**src/core/mpa_pkg.sv**
```systemverilog
package mpa_pkg;

    // ==========================================================
    // Page range and counter geometry
    // ==========================================================
    localparam int unsigned MPA_CNT_W = 10;
    localparam logic [9:0] MPA_MIN_PAGE = 10'h001;
    localparam logic [9:0] MPA_MAX_PAGE = 10'h3FF;
    localparam logic [9:0] MPA_ZERO_PAGE = 10'h000;
    localparam logic [9:0] MPA_RESERVED_DEFAULT = 10'h000;

    // ==========================================================
    // Counter control codes
    // ==========================================================
    localparam logic [1:0] MPA_CC_RESET = 2'h1;
    localparam logic [1:0] MPA_CC_INCR = 2'h2;

    // ==========================================================
    // Page allocation field layout within a management octet
    // ==========================================================
    localparam int unsigned MPA_FLD_RES_BIT = 4;
    localparam int unsigned MPA_FLD_CHK_LSB = 2;
    localparam int unsigned MPA_FLD_CTL_LSB = 0;

    // ==========================================================
    // APB register map (byte addresses)
    // ==========================================================
    localparam logic [7:0] MPA_REG_CTRL = 8'h00;
    localparam logic [7:0] MPA_REG_RESV = 8'h04;
    localparam logic [7:0] MPA_REG_HEAD = 8'h08;
    localparam logic [7:0] MPA_REG_CNTA = 8'h0C;
    localparam logic [7:0] MPA_REG_CNTB = 8'h10;
    localparam logic [7:0] MPA_REG_STAT = 8'h14;
    localparam int unsigned MPA_CTRL_HEAD_A_BIT = 0;
    localparam int unsigned MPA_CTRL_HEAD_B_BIT = 1;
    localparam int unsigned MPA_CTRL_ENABLE_BIT = 2;

    typedef enum logic [1:0] {
        MPA_BUS_IDLE,
        MPA_BUS_BELOW,
        MPA_BUS_EQUAL
    } mpa_bus_e;

    typedef enum logic {
        MPA_HEAD_DISABLED,
        MPA_HEAD_ENABLED
    } mpa_head_e;

    // One page allocation field as carried on a bus.
    typedef struct packed {
        logic reserved;
        logic [1:0] check;
        logic [1:0] control;
    } mpa_field_s;

    // Empty management octet arriving on one bus, with its field.
    typedef struct packed {
        logic valid;
        mpa_field_s field;
    } mpa_slot_s;

    // Page offer given to the keep-page or get-page machine.
    typedef struct packed {
        logic valid;
        logic reserved;
        logic [9:0] page;
    } mpa_offer_s;

endpackage

```
**src/core/mpa_page_alloc.sv**
```systemverilog
// Behaviour
// - One identifier value per allocated page.
// - Field holds reservation, check, control subfields.
// - Control code sets next associated page.
// - Reservation bit marks page reserved or free.
// - Check subfield verifies counter against head.
// - Only active head A originates fields.
// - Centrally reserved pages never offered to nodes; here offered, reserved bit set.
// - Bus A fields update and verify counter A.
// - Keep-page machine offered bus A page.
// - Head B echoes bus A field unchanged.
// - Bus B fields update and verify counter B.
// - Get-page machine offered bus B page.
// - Head A discards fields ending bus B.
// - Head A normally issues increment code.
// - Reset code after full increment run.
// - Head counter chooses control code per octet.
// - Head counter machine disabled at power-up.
// - Enabled when stable, disabled when waiting.
// - Increment below top, reload one at top.
// - Codes 01 reset, 10 increment, else error.
// - Check subfield is counter modulo four.
// - Reserved when counter at most reserved count.
//
// Chosen here: the register offsets and the APB slave port.
`timescale 1ns/100ps
`default_nettype none

module mpa_page_alloc
    import mpa_pkg::*;
(
    input wire logic pclk,
    input wire logic presetn,
    input wire logic psel,
    input wire logic penable,
    input wire logic pwrite,
    input wire logic [7:0] paddr,
    input wire logic [31:0] pwdata,
    output logic [31:0] prdata,
    output logic pready,
    output logic pslverr,
    input wire mpa_slot_s bus_a_in,
    input wire mpa_slot_s bus_b_in,
    input wire logic head_stable,
    input wire logic head_waiting,
    output mpa_slot_s bus_a_out,
    output mpa_slot_s bus_b_out,
    output mpa_offer_s keep_offer,
    output mpa_offer_s get_offer,
    output logic check_err_a,
    output logic check_err_b
);

    // ==========================================================
    // State
    // ==========================================================
    typedef struct packed {
        logic head_a;
        logic head_b;
        logic sw_enable;
        logic [9:0] reserved_page_count;
        mpa_head_e page_count_fsm;
        logic [9:0] head_page_counter;
        mpa_bus_e fsm_a;
        mpa_bus_e fsm_b;
        logic [9:0] bus_a_page_counter;
        logic [9:0] bus_b_page_counter;
        mpa_slot_s out_a;
        mpa_slot_s out_b;
        mpa_offer_s keep;
        mpa_offer_s get;
        logic err_a;
        logic err_b;
        logic err_a_sticky;
        logic err_b_sticky;
        logic [31:0] rdata;
        logic ready;
        logic slverr;
    } mpa_state_s;

    mpa_state_s state_reg;
    mpa_state_s state_next;

    // Next counter value for a per-bus machine, with error detection.
    function automatic logic [10:0] bus_step(input logic [9:0] cnt, input mpa_bus_e st,
                                             input mpa_field_s f);
        logic [9:0] nxt;
        logic bad;
        nxt = MPA_ZERO_PAGE;
        bad = 1'b0;
        unique case (f.control)
            MPA_CC_RESET: begin
                nxt = MPA_MIN_PAGE;
                // A reset is legal only from the top page or while idle.
                bad = (st == MPA_BUS_BELOW);
            end
            MPA_CC_INCR: begin
                if (st == MPA_BUS_BELOW && cnt != MPA_MAX_PAGE) begin
                    nxt = cnt + 10'h001;
                end else if (st == MPA_BUS_IDLE) begin
                    nxt = MPA_ZERO_PAGE;
                end else begin
                    bad = 1'b1;
                end
            end
            default: begin
                bad = 1'b1;
            end
        endcase
        // Check subfield tests the page held before this update.
        if (st != MPA_BUS_IDLE && f.check != cnt[1:0]) begin
            bad = 1'b1;
        end
        if (bad) begin
            nxt = MPA_ZERO_PAGE;
        end
        return {bad, nxt};
    endfunction

    function automatic mpa_bus_e bus_state(input logic [10:0] r);
        if (r[10] || r[9:0] == MPA_ZERO_PAGE) begin
            return MPA_BUS_IDLE;
        end else if (r[9:0] == MPA_MAX_PAGE) begin
            return MPA_BUS_EQUAL;
        end else begin
            return MPA_BUS_BELOW;
        end
    endfunction

    // ==========================================================
    // Next-state logic
    // ==========================================================
    always_comb begin
        logic [10:0] ra;
        logic [10:0] rb;
        logic en;
        logic apb_hit;
        state_next = state_reg;
        ra = 11'h000;
        rb = 11'h000;
        en = 1'b0;
        apb_hit = psel && penable && !state_reg.ready;

        // Single-cycle pulses fall back every cycle.
        state_next.out_a.valid = 1'b0;
        state_next.out_b.valid = 1'b0;
        state_next.keep.valid = 1'b0;
        state_next.get.valid = 1'b0;
        state_next.err_a = 1'b0;
        state_next.err_b = 1'b0;
        state_next.ready = 1'b0;
        state_next.slverr = 1'b0;

        // Enabled while head status stable and software allows it.
        en = state_reg.head_a && state_reg.sw_enable && head_stable && !head_waiting;

        // Head of bus A generates the field for each empty octet on A.
        if (state_reg.head_a && bus_a_in.valid) begin
            state_next.out_a.valid = 1'b1;
            // All three subfields from the sample before the update.
            state_next.out_a.field.check = state_reg.head_page_counter[1:0];
            state_next.out_a.field.reserved =
                (state_reg.head_page_counter <= state_reg.reserved_page_count);
            unique case (state_reg.page_count_fsm)
                MPA_HEAD_ENABLED: begin
                    if (!en) begin
                        state_next.out_a.field.control = MPA_CC_RESET;
                        state_next.head_page_counter = MPA_ZERO_PAGE;
                        state_next.page_count_fsm = MPA_HEAD_DISABLED;
                    end else if (state_reg.head_page_counter == MPA_MAX_PAGE) begin
                        state_next.out_a.field.control = MPA_CC_RESET;
                        state_next.head_page_counter = MPA_MIN_PAGE;
                    end else begin
                        state_next.out_a.field.control = MPA_CC_INCR;
                        state_next.head_page_counter = state_reg.head_page_counter + 10'h001;
                    end
                end
                MPA_HEAD_DISABLED: begin
                    if (en) begin
                        state_next.out_a.field.control = MPA_CC_RESET;
                        state_next.head_page_counter = MPA_MIN_PAGE;
                        state_next.page_count_fsm = MPA_HEAD_ENABLED;
                    end else begin
                        state_next.out_a.field.control = MPA_CC_INCR;
                    end
                end
            endcase
        end else if (!state_reg.head_a) begin
            // Losing the head role drops the machine to disabled.
            state_next.page_count_fsm = MPA_HEAD_DISABLED;
            state_next.head_page_counter = MPA_ZERO_PAGE;
            // Non-head nodes relay the field on bus A as it came.
            state_next.out_a = bus_a_in;
        end

        // Every node tracks bus A with its own counter.
        if (bus_a_in.valid) begin
            ra = bus_step(state_reg.bus_a_page_counter, state_reg.fsm_a, bus_a_in.field);
            // Offer the page before the counter moves.
            state_next.keep.valid = state_reg.bus_a_page_counter != MPA_ZERO_PAGE;
            state_next.keep.reserved = bus_a_in.field.reserved;
            state_next.keep.page = state_reg.bus_a_page_counter;
            state_next.bus_a_page_counter = ra[9:0];
            state_next.fsm_a = bus_state(ra);
            state_next.err_a = ra[10] && state_reg.fsm_a != MPA_BUS_IDLE;
        end

        // Every node tracks bus B with its own counter.
        if (bus_b_in.valid) begin
            rb = bus_step(state_reg.bus_b_page_counter, state_reg.fsm_b, bus_b_in.field);
            state_next.get.valid = state_reg.bus_b_page_counter != MPA_ZERO_PAGE;
            state_next.get.reserved = bus_b_in.field.reserved;
            state_next.get.page = state_reg.bus_b_page_counter;
            state_next.bus_b_page_counter = rb[9:0];
            state_next.fsm_b = bus_state(rb);
            state_next.err_b = rb[10] && state_reg.fsm_b != MPA_BUS_IDLE;
        end

        // Head B echoes the bus A end field; head A drops bus B's end.
        if (state_reg.head_b) begin
            if (bus_a_in.valid) begin
                state_next.out_b = bus_a_in;
            end
        end else if (!state_reg.head_a) begin
            state_next.out_b = bus_b_in;
        end else begin
            state_next.out_b.valid = 1'b0;
        end

        // Sticky errors: a new error wins over a software clear.
        if (apb_hit && pwrite && paddr == MPA_REG_STAT) begin
            state_next.err_a_sticky = state_reg.err_a_sticky && !pwdata[0];
            state_next.err_b_sticky = state_reg.err_b_sticky && !pwdata[1];
        end
        if (state_next.err_a) begin
            state_next.err_a_sticky = 1'b1;
        end
        if (state_next.err_b) begin
            state_next.err_b_sticky = 1'b1;
        end

        // APB slave, one wait state; unmapped addresses answer with an error.
        if (apb_hit) begin
            state_next.ready = 1'b1;
            state_next.rdata = 32'h00000000;
            unique case (paddr)
                MPA_REG_CTRL: begin
                    if (pwrite) begin
                        state_next.head_a = pwdata[MPA_CTRL_HEAD_A_BIT];
                        state_next.head_b = pwdata[MPA_CTRL_HEAD_B_BIT];
                        state_next.sw_enable = pwdata[MPA_CTRL_ENABLE_BIT];
                    end
                    state_next.rdata[2:0] = {state_reg.sw_enable, state_reg.head_b, state_reg.head_a};
                end
                MPA_REG_RESV: begin
                    if (pwrite) begin
                        state_next.reserved_page_count = pwdata[9:0];
                    end
                    state_next.rdata[9:0] = state_reg.reserved_page_count;
                end
                MPA_REG_HEAD: begin
                    state_next.rdata[9:0] = state_reg.head_page_counter;
                    state_next.rdata[16] = (state_reg.page_count_fsm == MPA_HEAD_ENABLED);
                end
                MPA_REG_CNTA: begin
                    state_next.rdata[9:0] = state_reg.bus_a_page_counter;
                    state_next.rdata[17:16] = state_reg.fsm_a;
                end
                MPA_REG_CNTB: begin
                    state_next.rdata[9:0] = state_reg.bus_b_page_counter;
                    state_next.rdata[17:16] = state_reg.fsm_b;
                end
                MPA_REG_STAT: begin
                    state_next.rdata[1:0] = {state_reg.err_b_sticky, state_reg.err_a_sticky};
                end
                default: begin
                    state_next.slverr = 1'b1;
                end
            endcase
        end
    end

    // ==========================================================
    // State register; everything clears to a disabled, idle node.
    // ==========================================================
    always_ff @(posedge pclk or negedge presetn) begin
        if (!presetn) begin
            state_reg <= '0;
            state_reg.page_count_fsm <= MPA_HEAD_DISABLED;
            state_reg.fsm_a <= MPA_BUS_IDLE;
            state_reg.fsm_b <= MPA_BUS_IDLE;
            state_reg.reserved_page_count <= MPA_RESERVED_DEFAULT;
        end else begin
            state_reg <= state_next;
        end
    end

    // Outputs come straight from the state register.
    assign prdata = state_reg.rdata;
    assign pready = state_reg.ready;
    assign pslverr = state_reg.slverr;
    assign bus_a_out = state_reg.out_a;
    assign bus_b_out = state_reg.out_b;
    assign keep_offer = state_reg.keep;
    assign get_offer = state_reg.get;
    assign check_err_a = state_reg.err_a;
    assign check_err_b = state_reg.err_b;

endmodule

`default_nettype wire

```
**config.mk**
```make
export PLATFORM = sky130hd
export DESIGN_NAME = mpa_page_alloc
export DESIGN_NICKNAME = d
export VERILOG_FILES = /design/src/core/mpa_pkg.sv /design/src/core/mpa_page_alloc.sv
export SDC_FILE = /design/constraint.sdc
export NUM_CORES = 1
export LEC_CHECK = 0
export BUFFER_PORTS_ARGS = -buffer_cell sky130_fd_sc_hd__buf_2
export CAP_MARGIN = 20
export CORE_MARGIN = 1
export CORE_UTILIZATION = 57
export CTS_BUF_LIST = sky130_fd_sc_hd__clkbuf_2 sky130_fd_sc_hd__clkbuf_4 sky130_fd_sc_hd__clkbuf_8
export DETAILED_ROUTE_END_ITERATION = 16
export PLACE_DENSITY = 0.86
export SLEW_MARGIN = 5
export SYNTH_ARGS = -nofsm -noshare
export SYNTH_HDL_FRONTEND = slang
export SYNTH_SLANG_ARGS = --single-unit
```
**constraint.sdc**
```tcl
create_clock -name pclk -period 2.6 [get_ports pclk]
set_input_delay 0.52 -clock pclk [delete_from_list [all_inputs] [get_ports pclk]]
set_output_delay 0.52 -clock pclk [all_outputs]
set_load 0.05 [all_outputs]
```
# Word-level counts from Yosys, hierarchy flattened
# Index checks and enable logic that the tools add are counted.
classes:
  n_addsub: 3
  magnitude_cmp: 1
  eq_ne: 22
  muxes: 53
  n_bitwise: 1
  reduce_logical: 38
ops:
  columns: ["operator", "count"]
  rows:
  - ["two-way mux 10 bit", 8]
  - ["case mux 10 bit (2 select lines)", 2]
  - ["two-way mux 11 bit", 3]
  - ["adder 10 x 1 -> 10 bit (second input constant)", 3]
  - ["== test 10 bit (second input constant)", 3]
  - ["case mux 7 bit (4 select lines)", 1]
  - ["two-way mux 12 bit", 2]
  - ["two-way mux 6 bit", 4]
  - ["case mux 11 bit (2 select lines)", 1]
  - ["logical NOT 10 bit", 2]
  - ["!= test 10 bit (second input constant)", 2]
  - ["nonzero test 10 bit", 2]
  - ["two-way mux 2 bit", 9]
  - ["== test 8 x 4 -> 1 bit (second input constant)", 2]
  - ["== test 8 x 5 -> 1 bit (second input constant)", 2]
  - ["logical AND 1 bit", 16]
  - ["two-way mux 1 bit", 15]
  - ["case mux 2 bit (6 select lines)", 1]
  - ["<= comparator 10 bit", 1]
  - ["== test 2 x 1 -> 1 bit (second input constant)", 4]
  - ["== test 8 x 3 -> 1 bit (second input constant)", 1]
  - ["logical NOT 8 bit", 1]
  - ["nonzero test 2 bit", 4]
  - ["case mux 1 bit (2 select lines)", 3]
  - ["16 further kinds", 26]
totals:
  reg_bits: 102
  output_inout_bits: 72
  wordCells: 149

# Longest topological paths before layout
# Gate-level depths: netlist of the first run.
depth:
  ltp_word: 11
  depth_mapped: 10
  mapped_depth_nobuf: 8

# Worst setup path before layout of the first run
# OpenSTA, ideal clock, no wires.
synth_timing:
  kind: "reg2reg"
  from: "register state_reg[84] (netlist bit)"
  to: "register state_reg[96] (netlist bit)"
  setup_time_ns: 0.120
  arrival_ns: 2.085
  required_time_ns: 2.480
  setup_slack_ns: 0.395
  stages_incl_launch_ff: 10
  synth_period_minus_slack_ns: 2.205
  cell_sequence: "dfrtp_1 > buf_6 > inv_1 > ha_1 > or4b_1 > o22ai_2 > a31oi_1 > a21o_1 > a211o_1 > o211a_1"
synth_via:
  elab_chain_cells: 11
synth_lines:
  columns: ["item", "line_no", "text"]
  rows:
  - ["from (decl)", "mpa_page_alloc.sv:81", "mpa_state_s state_reg;"]
  - ["from (signal assigned)", "mpa_page_alloc.sv:294", "state_reg <= state_next;"]
  - ["parallel branches: the longest is 10 deep, another holds adder 10 x 1 -> 10 bit", null, null]
  - ["two-way mux 2 bit (*)", "mpa_page_alloc.sv:121", "if (r[10] || r[9:0] == MPA_ZERO_PAGE) begin"]
# Mark *: on every way between the ends. The select of a mux whose other input is x is not followed.
# A chain may end at the register's enable or synchronous reset.

# Final worst setup path of the first run
layout_timing:
  from: "register state_reg[85] (netlist bit)"
  to: "register state_reg[96] (netlist bit)"
# Same word-level chain as after synthesis.

==> key figures, run 1 <==
Route
  – Post-route ant nets: 0
  – Vias post-DR: 5180
  – Average wire per standard cell: 18.43 um
  – Pre-antenna DRT Iters: 6
  – Drt total wl: 15.52 mm
  – Detailed Route Iter0 Violations: 438
  – Avg Vias per Cell: 6.152
  – Post-route DRC: 0

Final layout
  – Multi-input logic area: 3102 um2
  – Register area: 2552 um2
  – Layout cells sized above 1: 26.35%
  – Final #Nets: 775
  – Layout Cells excl Fill: 842
  – P&R area growth vs syn: 3.755%
  – Fillers: 922
  – Max FFs per register: 50
  – Antenna diodes: 0

Synth
  – Synth Area in Adders: 3.677%
  – Mapped Area: 6465 um2
  – Compound-Gate Fraction of Synth Area: 17.59%
  – Sequential element share of the synthesized area: 39.48%
  – Synth Flop Type: dfrtp_1
  – Post-synth EDFFs: 0
  – Synth Area in Simple Gates: 16.12%
  – Area share of xor/xnor cells in the synthesized design: 1.897%
  – FFs w/ async S/R, synth: 100.0%
  – Main area contributors after synthesis: dfrtp_1, buf_4, mux2_2, ha_1, o21ai_0
  – Main combinational cell family by area after synthesis: compound AO/OA/AOI/OAI gates
  – Commonest cells in the netlist: dfrtp_1, buf_4, nand2_1
  – Share of the synthesized area in the top cell type: 39.48%
  – Syn Inst Count: 671
  – Multiplexer share of the synthesized area: 7.529%
  – Most frequent cell after synthesis: dfrtp_1
  – Synthesis Warnings: 0
  – Post-synthesis register bit count: 102
  – Post-synth cell types: 78
  – Average size of a mapped cell: 9.635 um2
  – Yosys top cell by area: dfrtp_1

GRT
  – First-pass GRT wire length: 24.83 mm
  – Total Routing Usage GR: 27.81%
  – Vias in the first global route: 4884
  – Grt ovf: 0
  – Largest net degree at the start of global routing: 51
  – Initial antenna violation count: 0

Setup path
  – Req. time, crit path: 2.89 ns
  – Worst EP arrival: 2.69 ns
  – CP endpoint kind: flip-flop
  – CP Max Fanout: 8
  – Startpoint types: flip-flop
  – WS Path Type: flip-flop to flip-flop

Place
  – Half-perimeter wire length after placement: 11.57 mm
  – Placed Cells: 826
  – Input/output buffers: 88
  – Placer congestion estimate: 0.9495

Flow run
  – # Max-Cap Violations: 0

Power and ir drop
  – Leakage Power: 3.192 nW
  – Total chip power: 3.094 mW
  – Ratio of total power to cell area: 461.3 nW/um2
  – Max IR drop VDD: 0.0002623 V

Floorplan
  – I/O pins: 131
  – Die ar.: 11770 um2
  – Chip Height: 108.5 um
  – Core area: 10940 um2
  – Die Wd: 108.5 um
  – Initial Utilization: 59.12%
  – Site Rows: 38

Min path
  – HP Class: input port to asynchronous set/reset pin

Timing
  – Crit share post-route: 92.53%
  – TNS Setup: 0 ns
  – Pins Over Slew Limit: 0
  – Max Clock Skew: 0.01393 ns
  – Final hold violation count: 0
  – Min cycle time layout: 2.406 ns
  – Relative slew margins: 56.39%
  – F_max: 415.6 MHz
  – Final setup viols: 0
  – Worst-Margin Slew: 0.6542 ns
  – RSZ-0062 raised after global routing: no

Clock network
  – CTS H-tree lvls: 3
  – CTS root buf: clkbuf_8
  – CTS max path bufs: 2
  – Setup Buffers After CTS: 0
  – Clock latency on the worst-skew pair: 0.40 ns
  – TritonCTS clock tree: done
  – Clk sink count: 102
  – TritonCTS Buffers: 9
  – PostCTS Resize Cnt: 0
  – Clock-pin slew of the registers on the worst-case setup and hold paths: 0.10 ns
  – Hold-fix buffers, CTS: 0

Run status
  – Status: finished, final reports clean
-- layout make-up --
type | instances | area share (%)
clock inverter | 6 | 0.7088
clock buffer | 10 | 1.959
multi-input combinational | 449 | 46.24
tap | 140 | 2.611
inverter | 29 | 1.623
sequential | 102 | 38.05
timing repair buffer | 106 | 8.804
-- worst paths after layout --
check | from | to | slack, ns | cells after the start
hold / removal | presetn | state_reg[86]$_DFFE_PN0P_ | 0.14 | 1
min in group pclk | pwdata[3] | state_reg[112]$_DFFE_PN0P_ | 0.35 | 2
setup / recovery | state_reg[85]$_DFFE_PN0P_ | state_reg[96]$_DFFE_PN0P_ | 0.19 | 8
max in group asynchronous | presetn | bus_b_out[0]$_DFFE_PN0P_ | 1.80 | 2
setup reg to reg | state_reg[85]$_DFFE_PN0P_ | state_reg[96]$_DFFE_PN0P_ | 0.19 | 8
hold reg to reg | state_reg[35]$_DFFE_PN0P_ | state_reg[35]$_DFFE_PN0P_ | 0.50 | 1
-- report_power, final --
part | leakage (nW) | internal (mW) | switching [mW] | total, mW
Sequential | 1.37 | 1.62 | 0.0293 | 1.65
Combinational | 1.75 | 0.129 | 0.359 | 0.488
Clock | 0.0785 | 0.364 | 0.589 | 0.953
-- layer usage --
layer  part of all wire (%)  GRT usage, %
met1                     42         36.51
met2                     47         44.30
met3                    8.1         4.521
met4                    3.4         14.38
met5                      0             0
-- worst max-delay path, stage by stage, from the launching register on --
cell and delay (ns):
dfrtp_1 0.54, inv_1 0.10, ha_1 0.32, or4b_1 0.49, o22ai_2 0.15, nand4b_1 0.12, a21o_1 0.19, a211o_1 0.29
o211a_1 0.11
-- through the flow --
stage                     hold slack [ns]  utilization [%]  instance area, um2  setup WS (ns)
after floorplan                    0.2244                -                6536         0.3946
final                              0.1444            61.34                6708         0.1941
after CTS                          0.1692            61.34                6708         0.2191
after detailed placement           0.4721            59.70                6529         0.1911
after global placement             0.4605            59.70                6529         0.2544
after global routing               0.2013            61.34                6708        0.07843
-- cell families (layout without fill, tap and decap cells) --
family / Yosys count / after routing
AOI/OAI and AO/OA: 162 / 162
DFF: 102 / 102
and+or+nand+nor: 191 / 191
adders and majority gates: 19 / 19
muxes: 43 / 43
other: 1 / 20
xor gates and xnor gates: 14 / 14
buffers and inverters: 139 / 151
-- cells in the final DEF, fill, tap and decap left out, types with 3 or more instances in the layout --
cell type	netlist	final
nand3b_1	3	3
a222oi_1	8	8
xor2_1	8	8
nor2b_1	6	6
nor3b_1	3	3
nand3_1	14	14
a31oi_1	14	14
inv_1	27	27
nand4_2	3	3
or2_2	4	4
a21o_1	6	6
xnor2_1	6	6
o211ai_1	4	4
and3_1	6	6
buf_2	7	87
o21a_1	4	4
conb_1	1	20
or3_1	4	4
clkbuf_8	5	9
a21oi_1	21	21
nand2_1	57	57
o22ai_1	3	3
and2_0	4	4
nand4_1	12	12
nor2_1	28	28
nand2b_1	7	7
clkinvlp_4	0	4
nor4_1	3	3
dfrtp_1	102	102
mux2i_1	7	7
o21ai_0	47	47
a31oi_2	3	3
nor3_1	16	16
a22o_1	10	10
buf_4	72	18
a211oi_1	5	5
ha_1	19	19
mux2_2	35	35
o31ai_1	11	11
(Power assumes the default switching activity.)
==> run 2, diff against run 1 <==
--- a/config.mk
+++ b/config.mk
@@ -8,10 +8,10 @@
 export BUFFER_PORTS_ARGS = -buffer_cell sky130_fd_sc_hd__buf_2
 export CAP_MARGIN = 20
 export CORE_MARGIN = 1
-export CORE_UTILIZATION = 57
+export CORE_UTILIZATION = 60
 export CTS_BUF_LIST = sky130_fd_sc_hd__clkbuf_2 sky130_fd_sc_hd__clkbuf_4 sky130_fd_sc_hd__clkbuf_8
 export DETAILED_ROUTE_END_ITERATION = 16
-export PLACE_DENSITY = 0.86
+export PLACE_DENSITY = 0.9
 export SLEW_MARGIN = 5
 export SYNTH_ARGS = -nofsm -noshare
 export SYNTH_HDL_FRONTEND = slang
==> constraint.sdc (replaced) <==
create_clock -name pclk -period 2.9 [get_ports pclk]
set_input_delay 0.58 -clock pclk [delete_from_list [all_inputs] [get_ports pclk]]
set_output_delay 0.58 -clock pclk [all_outputs]
set_load 0.05 [all_outputs]
==> run 2 against run 1 <==
Net effect: routed wire length fell by 1.6%; first-iteration DRC count rose by 1.1%; global-route usage rose by 0.82 points; clock power fell by 0.9%; sequential share of layout area rose by 0.38 points; clock skew rose by 0.0020 ns; sequential power fell by 9.7%; highest routed layer unchanged.
==> key figures, run 2 (synthesis gave the netlist of run 1 again) <==
Run status
  – Status: finished, final reports clean

Clock network
  – CTS max path bufs: 2 (unchanged)
  – Hold-fix buffers, CTS: 0 (unchanged)
  – CTS root buf: clkbuf_8
  – Setup Buffers After CTS: 0 (unchanged)
  – Clock latency on the worst-skew pair: 0.40 ns (about the same)
  – Clock-pin slew of the registers on the worst-case setup and hold paths: 0.11 ns (about the same)
  – PostCTS Resize Cnt: 0 (unchanged)
  – TritonCTS Buffers: 9 (unchanged)
  – CTS H-tree lvls: 3 (unchanged)
  – Clk sink count: 102 (unchanged)
  – TritonCTS clock tree: done

Floorplan
  – Chip Height: 105.8 um (-2.5%)
  – Die Wd: 105.8 um (-2.5%)
  – Site Rows: 37 (-2.6%)
  – Initial Utilization: 62.34% (+3.2 points)
  – I/O pins: 131 (unchanged)
  – Core area: 10370 um2 (-5.2%)
  – Die ar.: 11190 um2 (-4.9%)

Setup path
  – Critical path's largest stage delay: 0.49 ns (-0.05 ns)
  – CP endpoint kind: flip-flop
  – WS Path Type: flip-flop to flip-flop
  – Req. time, crit path: 3.23 ns (+0.34 ns)
  – CP Max Fanout: 11 (+3)
  – Cell family with most CP delay: simple AND/OR/NAND/NOR gates
  – CP most frequent cell: nor3_1
  – Slowest CP cell: dfrtp_1
  – Worst path bufs/invs: 0 (-1)
  – Startpoint types: flip-flop
  – CP Cell Sequence: ha_1, and4_1, a31oi_2, nand3_1, a41oi_1, nor3_1, nor3_1
  – Worst EP arrival: 2.76 ns (+0.07 ns)

Route
  – Avg Vias per Cell: 6.260 (+1.7%)
  – Detailed Route Iter0 Violations: 443 (+1.1%)
  – Post-route ant nets: 0 (unchanged)
  – Vias post-DR: 5183 (+0.058%)
  – Average wire per standard cell: 18.44 um (about the same)
  – Post-route DRC: 0 (unchanged)
  – Drt total wl: 15.27 mm (-1.6%)
  – Pre-antenna DRT Iters: 6 (unchanged)

Final layout
  – Max FFs per register: 50 (unchanged)
  – Final #Nets: 765 (-1.3%)
  – Most frequent cells in the layout: dfrtp_1, buf_2, nand2_1, o21ai_0, mux2_2
  – Fillers: 808 (-12%)
  – Layout cells sized above 1: 25.29% (-1.1 points)
  – Commonest non-fill, non-tap cell in the layout: dfrtp_1
  – Layout Cells excl Fill: 828 (-1.7%)
  – P&R area growth vs syn: 2.729%
  – Final Util: 64.04% (+2.7 points)
  – Antenna diodes: 0 (unchanged)

Power and ir drop
  – Sw Pwr: 0.8767 mW (-10%)
  – Total chip power: 2.856 mW (-7.7%)
  – P_int: 1.979 mW (-6.5%)
  – Ratio of total power to cell area: 430.0 nW/um2 (-6.8%)
  – Leakage Power: 3.162 nW (-0.92%)
  – Max IR drop VDD: 0.0002845 V (+8.4%)
  – Power share of the sequential group: 52.0% (-1.4 points)
  – Switch share: 30.70% (-0.89 points)
  – Clock power share: 33.1% (+2.3 points)
  – Combinational Power Share: 14.9% (-0.9 points)

Place
  – Input/output buffers: 88 (unchanged)
  – Half-perimeter wire length after placement: 11.24 mm (-2.9%)
  – Placer congestion estimate: 0.9749 (+2.7%)
  – Placed Cells: 812 (-1.7%)

Timing
  – TNS Setup: 0 ns (unchanged)
  – Min cycle time layout: 2.432 ns (+0.02586 ns)
  – Final hold violation count: 0 (unchanged)
  – Pins Over Slew Limit: 0 (unchanged)
  – Worst-Margin Slew: 0.6763 ns (+0.02212 ns)
  – Crit share post-route: 83.85% (-8.7 points)
  – Relative slew margins: 54.57% (-1.8 points)
  – Hold slack: 0.1776 ns (+0.03326 ns)
  – F_max: 411.2 MHz (-1.1%)
  – RSZ-0062 raised after global routing: no
  – Max Clock Skew: 0.01597 ns (+0.002042 ns)
  – Final setup viols: 0 (unchanged)

Flow run
  – # Max-Cap Violations: 0 (unchanged)

GRT
  – First-pass GRT wire length: 24.73 mm (-0.42%)
  – Grt ovf: 0 (unchanged)
  – Initial antenna violation count: 0 (unchanged)
  – Vias in the first global route: 5038 (+3.2%)
  – Largest net degree at the start of global routing: 48 (-5.9%)
  – Total Routing Usage GR: 28.62% (+0.82 points)

Min path
  – HP Class: input port to asynchronous set/reset pin
[run 2: through the flow]
step | cell area, um2 | setup slack, ns
floorplan | 6536 | 0.6946
global placement | 6436 | 0.5436
detailed placement | 6436 | 0.4405
CTS | 6641 | 0.5059
global route | 6641 | 0.2591
finish | 6641 | 0.4682
[run 2: final timing paths]
| path | endpoint | start | cells after the start | slack, ns |
|---|---|---|---|---|
| max in group asynchronous | keep_offer[8]$_DFFE_PN0P_ | presetn | 2 | 1.94 |
| min reg2reg | get_offer[4]$_DFFE_PN0P_ | get_offer[4]$_DFFE_PN0P_ | 1 | 0.51 |
| min | keep_offer[0]$_DFFE_PN0P_ | presetn | 1 | 0.18 |
| max | state_reg[94]$_DFFE_PN0P_ | state_reg[74]$_DFFE_PN0P_ | 7 | 0.47 |
| max reg2reg | state_reg[94]$_DFFE_PN0P_ | state_reg[74]$_DFFE_PN0P_ | 7 | 0.47 |
| min in group pclk | state_reg[112]$_DFFE_PN0P_ | pwdata[3] | 2 | 0.41 |
[run 2: cell type report]
class                           count  area, um2  area share [%]
Clock inverter                      7      81.33           1.225
Tap cell                          136      170.2           2.562
Multi-Input combinational cell    449       3102           46.70
Timing Repair Buffer               96      503.0           7.573
Sequential cell                   102       2552           38.43
Clock buffer                        9      123.9           1.865
Inverter                           29      108.9           1.639
[run 2: metal layers]
layer	vias to the layer above	share of wire [%]	routed length, um	GRT usage, %
met1	2511	40	6123	35.05
li1	2358	-	-	-
met3	50	7.1	1091	5.875
met4	0	3.3	501	14.58
met2	264	49	7555	47.81
met5	-	0	0	0
[run 2: worst register-to-register path: cells and delay by family (launching register included)]
family	cells	cell delay (ns)
adder cells (fa/ha/maj)	1	0.34
AND/OR/NAND/NOR	4	0.94
AO/OA/AOI/OAI	2	0.60
flip-flops	1	0.49
[run 2: power by group through the flow]
stage | clock (mW) | combinational [mW] | sequential (mW)
floorplan | 0 | 0.354 | 1.52
global placement | 0 | 0.416 | 1.51
detailed placement | 0 | 0.424 | 1.51
CTS | 0.957 | 0.425 | 1.48
global route | 1.01 | 0.456 | 1.49
finish | 0.944 | 0.425 | 1.49
==> run 3, diff against run 2 <==
--- a/config.mk
+++ b/config.mk
@@ -5,13 +5,14 @@
 export SDC_FILE = /design/constraint.sdc
 export NUM_CORES = 1
 export LEC_CHECK = 0
+export ABC_AREA = 1
 export BUFFER_PORTS_ARGS = -buffer_cell sky130_fd_sc_hd__buf_2
 export CAP_MARGIN = 20
 export CORE_MARGIN = 1
-export CORE_UTILIZATION = 60
+export CORE_UTILIZATION = 57
 export CTS_BUF_LIST = sky130_fd_sc_hd__clkbuf_2 sky130_fd_sc_hd__clkbuf_4 sky130_fd_sc_hd__clkbuf_8
 export DETAILED_ROUTE_END_ITERATION = 16
-export PLACE_DENSITY = 0.9
+export PLACE_DENSITY = 0.87
 export SLEW_MARGIN = 5
 export SYNTH_ARGS = -nofsm -noshare
 export SYNTH_HDL_FRONTEND = slang
==> constraint.sdc (replaced) <==
create_clock -name pclk -period 2.3 [get_ports pclk]
set_input_delay 0.46 -clock pclk [delete_from_list [all_inputs] [get_ports pclk]]
set_output_delay 0.46 -clock pclk [all_outputs]
set_load 0.05 [all_outputs]
==> run 3 against run 2 <==
Net effect: register-to-register slack worse by 0.26 ns; clock power is 61% higher; area after synthesis is 4.4% lower; routed wire length is 4.2% lower; via count is 3.3% higher; non-clock buffer count stayed put; synthesized cell count is 17% higher; cell area is 0.32% lower; first-iteration DRC count is 16% lower; critical path type unchanged.
==> key figures, run 3 <==
Route
  – Post-route ant nets: 0 (unchanged)
  – Avg Vias per Cell: 5.559 (-11%)
  – Vias post-DR: 5353 (+3.3%)
  – Drt total wl: 14.62 mm (-4.2%)
  – Pre-antenna DRT Iters: 5 (-1)
  – Post-route DRC: 0 (unchanged)
  – Average wire per standard cell: 15.18 um (-18%)
  – Detailed Route Iter0 Violations: 374 (-16%)

Final layout
  – Final Util: 63.56% (-0.49 points)
  – Most frequent cells in the layout: nand2_1, dfrtp_1, inv_1, buf_2, o21ai_0
  – Final #Nets: 900 (+18%)
  – Multi-input logic area: 2713 um2 (-13%)
  – Register area: 2555 um2 (about the same)
  – P&R area growth vs syn: 7.149%
  – Max FFs per register: 50 (unchanged)
  – Commonest non-fill, non-tap cell in the layout: nand2_1
  – Final Instance Area: 6620 um2 (-0.32%)
  – Fillers: 890 (+10%)
  – Antenna diodes: 0 (unchanged)
  – Layout Cells excl Fill: 963 (+16%)
  – Layout cells sized above 1: 18.50% (-6.8 points)

Clock network
  – TritonCTS clock tree: done
  – CTS root buf: clkbuf_8
  – TritonCTS Buffers: 9 (unchanged)
  – Clock latency on the worst-skew pair: 0.37 ns (-0.03 ns)
  – Hold-fix buffers, CTS: 0 (unchanged)
  – Clk sink count: 102 (unchanged)
  – CTS max path bufs: 2 (unchanged)
  – Clock-pin slew of the registers on the worst-case setup and hold paths: 0.10 ns (about the same)
  – CTS H-tree lvls: 3 (unchanged)

Timing
  – Hold slack: 0.09727 ns (-0.08038 ns)
  – Min cycle time layout: 2.092 ns (-0.3398 ns)
  – Final hold violation count: 0 (unchanged)
  – RSZ-0062 raised after global routing: no
  – Worst-Margin Slew: 0.5664 ns (-0.1099 ns)
  – Final setup viols: 0 (unchanged)
  – Max Clock Skew: 0.006782 ns (-0.009191 ns)
  – Crit share post-route: 90.95% (+7.1 points)
  – Pins Over Slew Limit: 0 (unchanged)
  – Fin worst setup slack: 0.2080 ns (-0.2602 ns)
  – Relative slew margins: 62.24% (+7.7 points)
  – F_max: 478.0 MHz (+16%)
  – TNS Setup: 0 ns (unchanged)

Flow run
  – # Max-Cap Violations: 0 (unchanged)

Floorplan
  – Site Rows: 37 (unchanged)
  – Die Wd: 106.1 um (+0.29%)
  – Chip Height: 106.1 um (+0.29%)
  – Die ar.: 11260 um2 (+0.59%)
  – Core area: 10420 um2 (+0.45%)
  – Initial Utilization: 59.32% (-3.0 points)
  – I/O pins: 131 (unchanged)

Place
  – Post-place setup slack: 0.2173 ns (-0.2232 ns)
  – Input/output buffers: 88 (unchanged)
  – Half-perimeter wire length after placement: 10.90 mm (-3.1%)
  – Placer congestion estimate: 0.9305 (-4.6%)
  – Placed cell areas: 6335 um2 (-1.6%)
  – Placed Cells: 947 (+17%)

Synth
  – Share of the synthesized area in the top cell type: 41.31% (+1.8 points)
  – Sequential element share of the synthesized area: 41.31% (+1.8 points)
  – Main area contributors after synthesis: dfrtp_1, nand2_1, buf_4, inv_1, o21ai_0
  – Synthesis Warnings: 0 (unchanged)
  – Syn Inst Count: 787 (+17%)
  – Average size of a mapped cell: 7.851 um2 (-19%)
  – Post-synthesis register bit count: 102 (unchanged)
  – Post-synth cell types: 49 (-37%)
  – Synth Flop Type: dfrtp_1
  – Mapped Area: 6178 um2 (-4.4%)
  – Post-synth EDFFs: 0 (unchanged)
  – Commonest cells in the netlist: nand2_1, dfrtp_1, inv_1
  – FFs w/ async S/R, synth: 100.0% (unchanged)
  – Most frequent cell after synthesis: nand2_1
  – Yosys top cell by area: dfrtp_1

Setup path
  – CP Max Fanout: 12 (+1)
  – Startpoint types: flip-flop
  – CP most frequent cell: nand2_1
  – WS Path Type: flip-flop to flip-flop
  – Worst EP arrival: 2.36 ns (-0.40 ns)
  – CP Cell Sequence: ha_1, nand2_2, nor2_4, nand3_2, nand2_2, nand2_1, nand2_1, nand2_2, nand3_1, nand3_1, nor2_1, nand2_1, nand3_1, nand2_1
  – Req. time, crit path: 2.57 ns (-0.66 ns)
  – Slowest CP cell: dfrtp_1
  – Critical path's largest stage delay: 0.46 ns (-0.03 ns)
  – CP endpoint kind: flip-flop
  – Worst r2r path cells: 14 (+7)

GRT
  – First-pass GRT wire length: 23.70 mm (-4.2%)
  – Total Routing Usage GR: 27.13% (-1.5 points)
  – Grt ovf: 0 (unchanged)
  – Initial antenna violation count: 0 (unchanged)
  – Largest net degree at the start of global routing: 103 (+110%)
  – Vias in the first global route: 4995 (-0.85%)

Power and ir drop
  – Leakage Power: 3.293 nW (+4.1%)
  – Total chip power: 3.872 mW (+36%)
  – Max IR drop VDD: 0.0002815 V (-1.0%)
  – Ratio of total power to cell area: 584.9 nW/um2 (+36%)

Run status
  – Status: finished, final reports clean

Min path
  – HP Class: input port to asynchronous set/reset pin
==> run 3: cell types whose count changed after synthesis, sizes merged, moves of 8 or more <==
cell / delta
nand2: +119
inv: +68
nand3: +33
mux2: -32
nor2: +31
o21ai: +30
a31oi: -15
o22ai: +15
clkbuf: -10
a22o: -9
buf: -9
o31ai: -9
a222oi: -8
==> run 3: timing repair <==
item	CTS	global route
endpoints found under the setup margin	0	1
gates resized for setup	0	3
setup buffers	0	0
==> run 3: critical path: cells and delay by family, from the launching register on <==
family | cells | cell delay (ns)
and+or+nand+nor | 13 | 1.26
DFF | 1 | 0.46
adders and majority gates | 1 | 0.25
==> run 3: path summary, 6_finish.rpt <==
path | startpoint | end | slack [ns]
min in group pclk | bus_b_in[4] | get_offer[10]$_DFFE_PN0P_ | 0.31
max in group asynchronous | presetn | state_reg[91]$_DFFE_PN0P_ | 1.73
worst min-delay path | presetn | pready$_DFF_PN0_ | 0.1
worst max register to register | state_reg[75]$_DFFE_PN0P_ | state_reg[94]$_DFFE_PN0P_ | 0.21
worst max-delay path | state_reg[75]$_DFFE_PN0P_ | state_reg[94]$_DFFE_PN0P_ | 0.21
worst min register to register | keep_offer[9]$_DFFE_PN0P_ | keep_offer[9]$_DFFE_PN0P_ | 0.49
==> run 3: power by group <==
group | internal, mW | switching (mW)
clock network | 0.894 | 0.622
logic | 0.112 | 0.384
registers | 1.83 | 0.0280
==> run 3: metal layers <==
metal  routed length [um]  track usage [%]
met5                    0                0
met4                  625            14.98
met3                  980            4.231
met2                 6607            42.76
met1                 6409            35.81
==> run 3: kinds of logic after synthesis <==
| logic type | synth area share, % |
|---|---|
| DFF | 41.31 |
| other | 0.06070 |
| xor gates and xnor gates | 1.276 |
| adders and majority gates | 3.848 |
| buffers and inverters | 15.98 |
| and+or+nand+nor | 24.04 |
| muxes | 0.5467 |
| AOI/OAI and AO/OA | 12.94 |
==> run 3: final cells by class <==
class,instances,share of cell area [%]
Clock inverter,5,1.947
Multi-Input combinational cell,514,40.98
Sequential cell,102,38.59
Clock buffer,11,2.287
Timing Repair Buffer,96,7.976
Tap cell,136,2.570
Inverter,99,5.651
